==> config.mk <==
export PLATFORM = sky130hd
export DESIGN_NAME = txm_config_regs
export DESIGN_NICKNAME = d
export VERILOG_FILES = /design/src/common/txm_pkg.sv /design/src/design/txm_config_regs.sv /design/src/design/txm_freq_calc.sv
export VERILOG_INCLUDE_DIRS = /design/src /design/src/common
export SDC_FILE = /design/constraint.sdc
export NUM_CORES = 1
export LEC_CHECK = 0
export BUFFER_PORTS_ARGS = -buffer_cell sky130_fd_sc_hd__buf_4
export CORE_UTILIZATION = 37
export CTS_CLUSTER_DIAMETER = 50
export DETAILED_ROUTE_END_ITERATION = 6
export SLEW_MARGIN = 0
export SYNTH_ARGS = -nofsm -noshare
export SYNTH_HDL_FRONTEND = slang
export SYNTH_SLANG_ARGS = --single-unit
==> constraint.sdc <==
create_clock -name clock -period 6.45 [get_ports clock]
set_input_delay 0.3225 -clock clock [delete_from_list [all_inputs] [get_ports clock]]
set_output_delay 0.3225 -clock clock [all_outputs]
set_load 0.1 [all_outputs]
==> src/common/txm_defines.svh <==
// register offsets, field positions, reset values and format constants for the tx modulator config
`ifndef TXM_DEFINES_SVH
`define TXM_DEFINES_SVH
`define TXM_ADDR_MOD_UPPER 6'h13
`define TXM_ADDR_MOD_LOWER 6'h14
`define TXM_ADDR_DEVIATION 6'h15
`define TXM_ADDR_SM_CONFIG 6'h17
`define TXM_FEC_BIT 7
`define TXM_PRE_MSB 6
`define TXM_PRE_LSB 4
`define TXM_SPE_MSB 1
`define TXM_SPE_LSB 0
`define TXM_DEVE_MSB 6
`define TXM_DEVE_LSB 4
`define TXM_DEVM_MSB 2
`define TXM_DEVM_LSB 0
`define TXM_PTS_MSB 1
`define TXM_PTS_LSB 0
`define TXM_RST_FEC 1'h0
`define TXM_RST_PRE 3'h2
`define TXM_RST_SPE 2'h2
`define TXM_RST_SPM 8'hF8
`define TXM_RST_DEVE 3'h4
`define TXM_RST_DEVM 3'h7
`define TXM_RST_PTS 2'h0
`define TXM_SPM_BASE 9'h100
`define TXM_DEVM_BASE 4'h8
`define TXM_SP_SHIFT 18
`define TXM_DEV_SHIFT 17
`endif

==> src/common/txm_pkg.sv <==
// types shared by the tx modulator configuration block
package txm_pkg;
  typedef enum logic [1:0] {
    TXM_OFF_IDLE,
    TXM_OFF_SYNTH_ON,
    TXM_OFF_STAY_TX,
    TXM_OFF_UNUSED
  } txm_post_t;

  typedef struct packed {
    logic error_correction_enable; // payload fec with interleaving
    logic [2:0] preamble_code; // minimum preamble code
    logic [1:0] spacing_exponent; // channel spacing exponent
    logic [7:0] spacing_mantissa; // channel spacing mantissa
    logic [2:0] deviation_exponent; // deviation exponent
    logic [2:0] deviation_mantissa; // deviation mantissa or msk fraction
    txm_post_t post_transmit_state; // state after a packet
  } txm_cfg_t;

  typedef struct packed {
    logic wr; // write strobe, one cycle
    logic rd; // read strobe, one cycle
    logic [5:0] addr; // register address
    logic [7:0] wdata; // write data
  } txm_req_t;
endpackage

==> src/design/txm_config_regs.sv <==
// configuration registers of the transmit modulator and post-transmit control
// Function
// - fec enable bit turns on payload coding
// - preamble code maps to 2..24 bytes
// - channel offset from spacing mantissa, exponent, channel
// - spacing mantissa full byte, reset 0xF8
// - fsk deviation from mantissa plus eight, exponent
// - msk uses mantissa as phase-change fraction
// - post-transmit field picks idle, synth, or tx
module txm_config_regs #(
  parameter int CHANNEL_NUMBER_W = 8,
  parameter int OUT_W = 30
) (
  input wire logic clock, // 100 mhz clock
  input wire logic srst, // synchronous reset, active high
  input txm_pkg::txm_req_t req, // register access from the serial port
  output logic [7:0] rdata, // read data, registered
  output logic rvalid, // read data valid, one cycle pulse
  input wire logic [CHANNEL_NUMBER_W-1:0] channel_number, // channel from its own register
  input wire logic msk_mode, // msk modulation selected
  input wire logic packet_done, // one-cycle pulse at end of packet
  output txm_pkg::txm_cfg_t cfg, // decoded configuration fields
  output logic [4:0] preamble_bytes, // minimum preamble bytes, registered
  output logic [2:0] msk_fraction, // msk phase-change fraction, 0 when fsk
  output logic [OUT_W-1:0] channel_offset, // offset added to base frequency
  output logic [OUT_W-1:0] deviation_step, // fsk deviation, 0 when msk
  output logic go_idle, // pulse: enter idle after packet
  output logic go_synth_on, // pulse: enter synth_on_tx_ready
  output logic restart_preamble // pulse: stay in tx, send preamble
);
  import txm_pkg::*;
  `include "txm_defines.svh"

  logic [OUT_W-1:0] dev_raw; // deviation before mode gating
  logic [7:0] next_rdata; // read mux output
  logic error_correction_enable; // fec bit of the upper register
  logic [2:0] preamble_code; // minimum preamble code
  logic [1:0] spacing_exponent; // channel spacing exponent
  logic [7:0] spacing_mantissa; // channel spacing mantissa
  logic [2:0] deviation_exponent; // deviation exponent
  logic [2:0] deviation_mantissa; // deviation mantissa or msk fraction
  txm_post_t post_transmit_state; // follow-up state after a packet

  // one driver for the whole bundle; every field still comes straight from a flip-flop
  assign cfg = '{
    error_correction_enable: error_correction_enable,
    preamble_code: preamble_code,
    spacing_exponent: spacing_exponent,
    spacing_mantissa: spacing_mantissa,
    deviation_exponent: deviation_exponent,
    deviation_mantissa: deviation_mantissa,
    post_transmit_state: post_transmit_state
  };

  // upper modulator register: fec, preamble, spacing exponent
  always_ff @(posedge clock) begin
    if (srst) begin
      error_correction_enable <= `TXM_RST_FEC;
      preamble_code <= `TXM_RST_PRE;
      spacing_exponent <= `TXM_RST_SPE;
    end else if (req.wr && req.addr == `TXM_ADDR_MOD_UPPER) begin
      error_correction_enable <= req.wdata[`TXM_FEC_BIT];
      preamble_code <= req.wdata[`TXM_PRE_MSB:`TXM_PRE_LSB];
      // bits 3:2 are not stored, so nothing written there can matter
      spacing_exponent <= req.wdata[`TXM_SPE_MSB:`TXM_SPE_LSB];
    end
  end

  // lower modulator register: whole byte is the spacing mantissa
  always_ff @(posedge clock) begin
    if (srst) begin
      spacing_mantissa <= `TXM_RST_SPM;
    end else if (req.wr && req.addr == `TXM_ADDR_MOD_LOWER) begin
      spacing_mantissa <= req.wdata;
    end
  end

  // deviation register; bits 7 and 3 are not stored
  always_ff @(posedge clock) begin
    if (srst) begin
      deviation_exponent <= `TXM_RST_DEVE;
      deviation_mantissa <= `TXM_RST_DEVM;
    end else if (req.wr && req.addr == `TXM_ADDR_DEVIATION) begin
      deviation_exponent <= req.wdata[`TXM_DEVE_MSB:`TXM_DEVE_LSB];
      deviation_mantissa <= req.wdata[`TXM_DEVM_MSB:`TXM_DEVM_LSB];
    end
  end

  // state machine config; a code 3 write is stored but treated as idle below
  always_ff @(posedge clock) begin
    if (srst) begin
      post_transmit_state <= TXM_OFF_IDLE;
    end else if (req.wr && req.addr == `TXM_ADDR_SM_CONFIG) begin
      post_transmit_state <= txm_post_t'(req.wdata[`TXM_PTS_MSB:`TXM_PTS_LSB]);
    end
  end

  // read mux; reserved positions and unmapped addresses return zero
  always_comb begin
    unique case (req.addr)
      `TXM_ADDR_MOD_UPPER: next_rdata = {cfg.error_correction_enable, cfg.preamble_code,
                                         2'h0, cfg.spacing_exponent};
      `TXM_ADDR_MOD_LOWER: next_rdata = cfg.spacing_mantissa;
      `TXM_ADDR_DEVIATION: next_rdata = {1'b0, cfg.deviation_exponent,
                                         1'b0, cfg.deviation_mantissa};
      `TXM_ADDR_SM_CONFIG: next_rdata = {6'h00, cfg.post_transmit_state};
      default: next_rdata = 8'h00;
    endcase
  end

  // read data is registered and answered one cycle after the strobe
  always_ff @(posedge clock) begin
    if (srst) begin
      rdata <= 8'h00;
      rvalid <= 1'b0;
    end else begin
      rvalid <= req.rd;
      if (req.rd) begin
        rdata <= next_rdata;
      end
    end
  end

  // preamble code to byte count
  always_ff @(posedge clock) begin
    if (srst) begin
      preamble_bytes <= 5'h04;
    end else begin
      unique case (cfg.preamble_code)
        3'h0: preamble_bytes <= 5'h02;
        3'h1: preamble_bytes <= 5'h03;
        3'h2: preamble_bytes <= 5'h04;
        3'h3: preamble_bytes <= 5'h06;
        3'h4: preamble_bytes <= 5'h08;
        3'h5: preamble_bytes <= 5'h0C;
        3'h6: preamble_bytes <= 5'h10;
        3'h7: preamble_bytes <= 5'h18;
      endcase
    end
  end

  // the mantissa means the phase-change fraction in msk, deviation otherwise
  always_ff @(posedge clock) begin
    if (srst) begin
      msk_fraction <= 3'h0;
      deviation_step <= '0;
    end else begin
      msk_fraction <= msk_mode ? cfg.deviation_mantissa : 3'h0;
      deviation_step <= msk_mode ? '0 : dev_raw;
    end
  end

  // next-state request after a packet; code 3 falls back to idle for safety
  always_ff @(posedge clock) begin
    if (srst) begin
      go_idle <= 1'b0;
      go_synth_on <= 1'b0;
      restart_preamble <= 1'b0;
    end else begin
      go_idle <= packet_done && (cfg.post_transmit_state == TXM_OFF_IDLE
                                 || cfg.post_transmit_state == TXM_OFF_UNUSED);
      go_synth_on <= packet_done && cfg.post_transmit_state == TXM_OFF_SYNTH_ON;
      restart_preamble <= packet_done && cfg.post_transmit_state == TXM_OFF_STAY_TX;
    end
  end

  // frequency arithmetic shared by both modulation formats
  txm_freq_calc #(
    .CHANNEL_NUMBER_W(CHANNEL_NUMBER_W),
    .OUT_W(OUT_W)
  ) u_calc (
    .clock(clock),
    .srst(srst),
    .spacing_mantissa(cfg.spacing_mantissa),
    .spacing_exponent(cfg.spacing_exponent),
    .channel_number(channel_number),
    .deviation_mantissa(cfg.deviation_mantissa),
    .deviation_exponent(cfg.deviation_exponent),
    .channel_offset(channel_offset),
    .deviation_step(dev_raw)
  );
endmodule // txm_config_regs

==> src/design/txm_freq_calc.sv <==
// channel offset and fsk deviation arithmetic in units of fxosc / 2^18
module txm_freq_calc #(
  parameter int CHANNEL_NUMBER_W = 8,
  parameter int OUT_W = 30
) (
  input wire logic clock, // 100 mhz clock
  input wire logic srst, // synchronous reset, active high
  input wire logic [7:0] spacing_mantissa, // spacing mantissa
  input wire logic [1:0] spacing_exponent, // spacing exponent
  input wire logic [CHANNEL_NUMBER_W-1:0] channel_number, // selected channel
  input wire logic [2:0] deviation_mantissa, // deviation mantissa
  input wire logic [2:0] deviation_exponent, // deviation exponent
  output logic [OUT_W-1:0] channel_offset, // offset, lsb = fxosc/2^18
  output logic [OUT_W-1:0] deviation_step // deviation, lsb = fxosc/2^18
);
  import txm_pkg::*;
  `include "txm_defines.svh"

  logic [8:0] spacing_full; // mantissa with implied leading one
  logic [3:0] dev_full; // deviation mantissa with implicit msb
  logic [OUT_W-1:0] next_offset; // combinational offset
  logic [OUT_W-1:0] next_dev; // combinational deviation

  // (256 + m) * 2^e * channel_number, expressed against fxosc/2^18
  always_comb begin
    spacing_full = `TXM_SPM_BASE + {1'b0, spacing_mantissa};
    next_offset = OUT_W'((OUT_W'(spacing_full) << spacing_exponent) * OUT_W'(channel_number));
  end

  // (8 + m) * 2^e against fxosc/2^17; one extra shift puts it on the 2^18 scale
  always_comb begin
    dev_full = `TXM_DEVM_BASE + {1'b0, deviation_mantissa};
    next_dev = OUT_W'((OUT_W'(dev_full) << deviation_exponent) << 1);
  end

  // registered so the multiplier path does not reach outputs directly
  always_ff @(posedge clock) begin
    if (srst) begin
      channel_offset <= '0;
      deviation_step <= '0;
    end else begin
      channel_offset <= next_offset;
      deviation_step <= next_dev;
    end
  end
endmodule // txm_freq_calc

---- After elaboration in Yosys (flattened, before gate mapping) ----
Memory sizes are Yosys's and may differ from the RTL's. A register that Yosys moved wholly into a read port is not among the register bits.
Index checks and enable logic that the tools add are counted.
storage, ports and cells
  register bits ........................... 127
  bits in latches ......................... 0
  RAM bits ................................ 0
  ROM bits ................................ 40
  input bits .............................. 28
  output and inout bits ................... 102
  logic and storage cells ................. 43
  memories kept ........................... 1
cells by class
  add/subtract/negate cells ............... 2
  multipliers ............................. 1
  div/mod/pow operators ................... 0
  order comparisons ....................... 0
  equal/unequal tests ..................... 7
  shift operators ......................... 2
  muxes and demuxes ....................... 1
  bitwise operators ....................... 1
  reductions and logical operators ........ 11
memory list
  memory            depth  width  rd ports  clocked after memory_dff  wr ports  line                    text
  (name not given)  8      5      1         1                         0         txm_config_regs.sv:129  unique case (cfg.preamble_code)
operator list
  operator                                                         number
  8-bit case mux with 4 select lines                               1
  30-bit by 8-bit multiplier with 30-bit output                    1
  9-bit by 2-bit << shifter with 30-bit output                     1
  4-bit by 3-bit << shifter with 29-bit output                     1
  6-bit by 5-bit == test with 1-bit output, second input constant  4
  9-bit by 8-bit adder with 9-bit output, first input constant     1
  1-bit logical AND                                                7
  4-bit by 3-bit adder with 4-bit output, first input constant     1
  2-bit == test, second input constant                             2
  2-bit OR reduction                                               2
  2-bit by 1-bit == test with 1-bit output, second input constant  1
  2-bit zero test                                                  1
  1-bit logical OR                                                 1
  1-bit inverter                                                   1

---- Logic depth before layout (Yosys ltp) ----
Gate-level depths: netlist of run 1.
  depth in word-level cells ............... 3
  depth in mapped cells ................... 20
  depth with buffers taken out ............ 17

---- Cells and area by module ----
A second synthesis of run 1 with hierarchy kept.
second synthesis, totals
  cells, all modules ...................... 756
  area, all modules ....................... 7084.3 um^2
by module, submodules not included
  module           instances  cells each  area an instance (um^2)  seq. area each (um^2)
  txm_freq_calc    1          523         4619.4                   660.6
  txm_config_regs  1          233         2464.9                   1441.4

---- Worst setup path before layout of run 1 ----
No wires, ideal clock.
  kind .................................... reg2reg
  from .................................... register spacing_exponent[1]
  to ...................................... register u_calc.channel_offset[18]
  data arrival time ....................... 5.650 ns
  path slack .............................. 0.680 ns
  cell stages (with the launch flop) ...... 20
  buffers on the path ..................... 2
  clock period less this slack ............ 5.770 ns
  path through ............................ dfxtp_1 buf_2 buf_2 mux2i_1 mux2i_1 and2_1 fa_1 inv_1 fa_1 inv_1 fa_1 inv_1 fa_1 inv_1 ha_1 a21oi_2 o21ai_1 o41ai_1 o21ai_0 mux2_2
between the ends
  longest elaborated chain between the ends .. 2
ends and longest elaborated chain
  what                                           line                   text
  from (decl)                                    txm_config_regs.sv:38  logic [1:0] spacing_exponent;
  from (signal assigned)                         txm_config_regs.sv:60  spacing_exponent <= `TXM_RST_SPE;
  from (signal assigned)                         txm_config_regs.sv:65  spacing_exponent <= req.wdata[`TXM_SPE_MSB:`TXM_SPE_LSB];
  9-bit by 2-bit << shifter with 30-bit output   txm_freq_calc.sv:27    next_offset = OUT_W'((OUT_W'(spacing_full) << spacing_exponent) * OUT_W'(channel_number));
  30-bit by 8-bit multiplier with 30-bit output  txm_freq_calc.sv:27
  to (signal assigned)                           txm_freq_calc.sv:42    channel_offset <= next_offset;
  to (decl)                                      txm_freq_calc.sv:13    output logic [OUT_W-1:0] channel_offset,
Every way passes these cells.
A chain may end at the register's enable or synchronous reset.

---- Worst setup path after layout of run 1 ----
Ends and elaborated chain as after synthesis.

==> results of run 1 <==
## worst min-delay path, delay by kind of cell
family                 cells  cell delay (ps)
and+or+nand+nor            2              120
buffers and inverters      1               80
## logic make-up after synthesis
logic type,Yosys count,synth area share [%]
and+or+nand+nor,277,22.9
muxes,22,3.40
AOI/OAI and AO/OA,99,10.2
xor gates and xnor gates,5,0.657
DFF,86,25.8
buffers and inverters,150,10.3
adders and majority gates,106,26.7
other,1,0.0563
## cell type report
cell class / instances / area (um2) / area share [%]
tap: 225 / 282 / 3.61
multi-input combinational: 536 / 4350 / 55.8
sequential: 86 / 1720 / 22.1
clock inverter: 7 / 73.8 / 0.946
timing repair buffer: 109 / 818 / 10.5
inverter: 87 / 327 / 4.19
clock buffer: 9 / 225 / 2.89
## cells in the final DEF (no fill, tap or decap), drive strengths merged, types with 4 or more instances in the layout
cell type	n
a22oi	4
nand3b	12
clkbuf	9
inv	91
a21boi	4
and2	89
a21o	9
mux2i	17
conb	27
nor2b	13
o21ai	19
nand2	52
dfxtp	86
nor3	12
buf	109
o211ai	4
a21oi	36
nand4	5
fa	60
ha	46
nand2b	6
and3	8
xor2	4
nor2	32
nor3b	10
nand3	31
mux2	5
## path summary, 6_finish.rpt
| check | to | slack [ps] |
|---|---|---|
| setup / recovery | u_calc.channel_offset[18] | 710 |
| hold / removal | deviation_mantissa[2] | 210 |
| setup reg to reg | u_calc.channel_offset[18] | 710 |
| hold reg to reg | deviation_step[10] | 430 |
## state kept, by name (all words and copies together), names as in the netlist
signal and count:
u_calc.channel_offset 22, deviation_step 11, u_calc.deviation_step 11, rdata 8, spacing_mantissa 8, preamble_bytes 5
deviation_exponent 3, deviation_mantissa 3, msk_fraction 3, preamble_code 3, post_transmit_state 2, spacing_exponent 2
error_correction_enable 1, go_idle 1, go_synth_on 1, restart_preamble 1, rvalid 1
## stage by stage
step	hold WS (ps)	cell area (um2)
6_report	213	7800
5_1_grt	216	7800
4_1_cts	203	7800
3_5_place_dp	410	7500
3_3_place_gp	409	7500
2_1_floorplan	401	6760
## report_power, final
group / switching (mW) / total (mW) / internal, mW
Combinational: 0.813 / 1.17 / 0.357
Clock: 0.250 / 0.524 / 0.274
Sequential: 0.0130 / 0.582 / 0.569
## layer usage
layer	track usage [%]	vias to the layer above
li1	-	2551
met1	25.0	2499
met2	30.3	137
met3	4.59	20
met4	5.31	0
met5	0	-
==> metrics, run 1 <==
post-route ant nets=0; number of global-route vias before repair=about 5.2k; Num CTS Buffers=9; Clk Latency, worst-skew pair=350 ps; post-synth top area share=about a quarter; IO Pins=between 100 and 150; Post-CTS Hold Buffers=0; syn_area_per_cell=roughly 9 um2; Tot GR Track Use=a little under a fifth; count leader, synth=and2_1; Final setup violation count=0; post-synth top area cell=dfxtp_1; launch point of the worst path=spacing_exponent[1]; H-tree levels=3; dpl cells=about 1.0k; CP startpoint kind=register; Vias=5207; Most used DFF post-synth=dfxtp_1; DRT Pass-1 Iters=5; worst hold path startpoint=req[2]; crit path kind=register to register; Data required, critical path=6690 ps; hold depth=3; max incr delay on CP=approximately 700 ps; Setup WS post-layout=714 ps; number of flops mapped to enable cells by yosys=0; DP HPWL=roughly 13000 um; Die W=136 um; Setup Skew=7.83 ps; Syn Inst Count=between 700 and 800; worst-margin pin slew=837 ps; Syn Std Cell Area=between 0.006 and 0.007 mm2; Remaining Overflow, GRT=0; Crit. End Element=register; DR WL/cell=around 16 um; TritonCTS clock tree=built; CP Depth=17; max cap viols=0; number of DRC markers in iteration 0=between 200 and 250; Synth area leaders=dfxtp_1 (26%), fa_1 (18%), ha_1 (8.6%); LEAKAGE=3.69 nW; root buf cell=clkbuf_16; worst vdd ir=between 0.3 and 0.4 mV; fin nets=between 900 and 1k; Reg2Reg Launch Point=spacing_exponent[1]; P&R area growth vs syn=17.0%; critical path buffer and inverter count=4; final cycle utilization of the critical path=about nine tenths; Post-Route WL=around 17000 um; synth unique cells=56; Finished Layout Cells=approximately 1.1k; initial antenna violation count=0; Yosys warning total=0; met1 wire length=about 7600 um; RSZ-0062 raised after global routing=no; Die ar.=0.0186 mm2; Routed met3 length=between 900 and 1000 um; routability cong.=approximately 0.86; drt drc=0; Yosys reg bits=86; CP Cell Sequence=mux2i_1, mux2i_1, and2_1, fa_1, inv_1, fa_1, inv_1, fa_1, inv_1, fa_1, inv_1, ha_1, a21oi_2, o21ai_1, o41ai_1, o21ai_0, mux2_2; CP arrival=5970 ps; Crit Path Max Fanout=15; Final Total Pwr=between 2 and 2.5 mW; clk buf depth=2; slowest cell on the critical path=dfxtp_1; Fillers=approximately 1.7k; Starting Density=38.3%; met2 WL=slightly below 8000 um; Core ar.=around 0.017 mm2; final hold violation count=0; Worst Reg-to-Reg Cells=17; FP Rows=48; Seq/Total Area, Yosys=between 20 and 30%; setup TNS=0 ps; diode count=0; Worst-path clk slew=roughly 70 ps; post-CTS sizing=0; status=finished clean; pre-CTS WS=roughly 740 ps; Synth top cells by count=and2_1 (89), inv_1 (87), dfxtp_1 (86); first-pass GRT wire length=about 27000 um; Final Max Slew Viols=0; Hold Path Class=primary input to register; layout cells sized above 1=between 10% and 20%; post-CTS setup buffer count=0; uppermost layer routed=met4; Max Fclk=174 MHz; async set-reset flop share out of synthesis=0%; vias per std cell=a little under 5; Max-slew headroom=between 40% and 50%; Final min period=around 5700 ps; dominant delay contributor by cell family on the critical path=adder cells; Die Ht=roughly 140 um; pwr dens=roughly 300 mW/mm2; # clock sinks=86; Port Buffers=102; largest net degree at the start of global routing=roughly 70; Layout Utilization=between 40% and 50%
(Power assumes the default switching activity.)
==> run 2, diff against run 1 <==
CAP_MARGIN = 25   (was unset)
clock period = 6.65 ns   (was 6.45 ns; I/O delays follow)
==> run 2 against run 1 <==
Net effect:
- via count up 0.33%
- first-iteration DRC count rose by 10%
- critical path depth fell by 3
- critical path type unchanged
- sequential share of layout area about the same
- largest power group unchanged
==> metrics, run 2 (synthesized netlist as in run 1, its figures left out) <==
Starting Density=38.3% (unchanged); CP startpoint kind=register; FP Rows=48 (unchanged); hold slack=222 ps (+8.68 ps); Fillers=1749 (unchanged); most common cell after layout, fill and taps aside=buf_4; root buf cell=clkbuf_16; gr busiest metal=met2; DR WL/cell=15.6 um (-0.18%); RSZ-0062 raised after global routing=no; critical path buffer and inverter count=2 (-2); layout cells sized above 1=17.1% (-0.20 points); grt met3 use=4.29% (-0.30 points); slowest cell on the critical path=dfxtp_1; Final min period=5810 ps (+72.4 ps); Clk pwr share=23.2% (+0.2 points); Post-CTS Hold Buffers=0 (unchanged); vias per std cell=4.94 (+0.52%); flip-flop and latch area=0.00172 mm2 (unchanged); TritonCTS clock tree=built; max reg flops=22 (unchanged); Data required, critical path=6930 ps (+240 ps); crit path kind=register to register; Top reg by flops=u_calc.channel_offset; Worst Reg-to-Reg Cells=14 (-3); Final Max Slew Viols=0 (unchanged); setup TNS=0 ps (unchanged); Core ar.=0.0174 mm2 (unchanged); combinational share of power=51.1% (-0.3 points); met1 Usage GRT=24.9% (-0.087 points); Hold Path Class=primary input to register; post-route ant nets=0 (unchanged); Sequential Power Share=25.7% (about the same); initial antenna violation count=0 (unchanged); drt drc=0 (unchanged); pre-CTS WS=877 ps (+140 ps); fin nets=961 (-0.21%); routability cong.=0.842 (-2.2%); LEAKAGE=3.68 nW (-0.37%); hold depth=3 (unchanged); Tot GR Track Use=18.8% (-0.048 points); Max Fclk=172 MHz (-1.2%); Die Ht=136 um (unchanged); IO Pins=130 (unchanged); Num CTS Buffers=9 (unchanged); post-CTS sizing=0 (unchanged); number of global-route vias before repair=5123 (-0.58%); Die W=136 um (unchanged); Max-slew headroom=33.7% (-10 points); final hold violation count=0 (unchanged); Largest regs=u_calc.channel_offset: 22 flops, deviation_step: 11 flops, u_calc.deviation_step: 11 flops; Critical Path Most Common Cell=fa_1; number of DRC markers in iteration 0=241 (+10%); most frequent cells in the layout=buf_4 (107), and2_1 (89), inv_1 (87); Crit Path Max Fanout=25 (+10); DP HPWL=12500 um (about the same); Internal Power=1.16 mW (-3.1%); diode count=0 (unchanged); status=finished clean; Clk Latency, worst-skew pair=350 ps (about the same); largest net degree at the start of global routing=68 (unchanged); Port Buffers=102 (unchanged); Worst-path clk slew=80 ps (about the same); CP Cell Sequence=o21ai_0, and2_1, fa_1, fa_1, fa_1, inv_1, fa_1, inv_1, ha_1, nand3_1, a2111oi_4, o311ai_2, and3b_1, nor3_1; final cycle utilization of the critical path=87.4% (-1.6 points); CP Depth=14 (-3); Setup Skew=12.3 ps (+4.42 ps); Remaining Overflow, GRT=0 (unchanged); worst vdd ir=0.352 mV (+5.8%); sw frac=47.0% (-0.23 points); P&R area growth vs syn=16.8%; Layout Utilization=44.7% (-0.079 points); Die ar.=0.0186 mm2 (unchanged); DRT Pass-1 Iters=5 (unchanged); worst-margin pin slew=984 ps (+147 ps); max cap viols=0 (unchanged); pwr dens=282 mW/mm2 (-3.3%); clk buf depth=2 (unchanged); first-pass GRT wire length=27000 um (about the same); area of the multi-input gates=0.00435 mm2 (unchanged); Setup WS post-layout=841 ps (+128 ps); post-CTS setup buffer count=0 (unchanged); Cell Area, Placed=0.00749 mm2 (-0.20%); Crit. End Element=register; Final setup violation count=0 (unchanged); dominant delay contributor by cell family on the critical path=adder cells; max incr delay on CP=930 ps (+210 ps); # clock sinks=86 (unchanged); H-tree levels=3 (unchanged); Post-Route WL=16500 um (-0.37%); met2 usage=30.8% (+0.48 points); Vias=5224 (+0.33%); CP arrival=6080 ps (+110 ps); NetSw=1.03 mW (-4.0%); design area=0.00779 mm2 (-0.18%)
-- run 2: changes by cell type in the layout (fill, tap and decap cells not counted), sizes merged --
cell,change
buf,-2
clkinvlp,+1
inv,-1
-- run 2: final cells by class --
class / instances / share of cell area [%]
Sequential cell: 86 / 22.1
Timing Repair Buffer: 107 / 10.3
Multi-Input combinational cell: 536 / 55.9
Inverter: 87 / 4.19
Clock inverter: 7 / 0.964
Clock buffer: 9 / 2.89
Tap cell: 225 / 3.62
-- run 2: through the flow --
stage          power [mW]  std cells
4_1_cts              2.21       1057
2_1_floorplan        1.49        772
3_3_place_gp         1.70       1041
5_1_grt              2.34       1057
3_5_place_dp         1.69       1041
6_report             2.20       1057
-- run 2: worst paths after layout --
| check | startpoint | end | slack [ps] |
|---|---|---|---|
| worst min-delay path | req[3] | spacing_mantissa[3] | 220 |
| worst max register to register | spacing_exponent[0] | u_calc.channel_offset[17] | 840 |
| worst min register to register | u_calc.deviation_step[9] | deviation_step[9] | 430 |
| worst max-delay path | spacing_exponent[0] | u_calc.channel_offset[17] | 840 |
-- run 2: layer usage --
layer	vias to the layer above	share of wire (%)	wire, um
met2	123	47	7810
met4	0	1.2	198
met5	-	0	0
met3	17	5.3	880
li1	2549	-	-
met1	2535	46	7590
-- run 2: power groups by stage --
stage / Combinational (mW) / Clock, mW / Sequential [mW]
4_1_cts: 1.12 / 0.524 / 0.565
2_1_floorplan: 0.681 / 0 / 0.810
3_5_place_dp: 1.12 / 0 / 0.576
5_1_grt: 1.23 / 0.542 / 0.568
6_report: 1.12 / 0.509 / 0.565
3_3_place_gp: 1.12 / 0 / 0.578
-- run 2: tightest hold or removal path, delay by kind of cell --
family	cells	cell delay (ps)
AND/OR/NAND/NOR	2	120
buffers and inverters	1	90
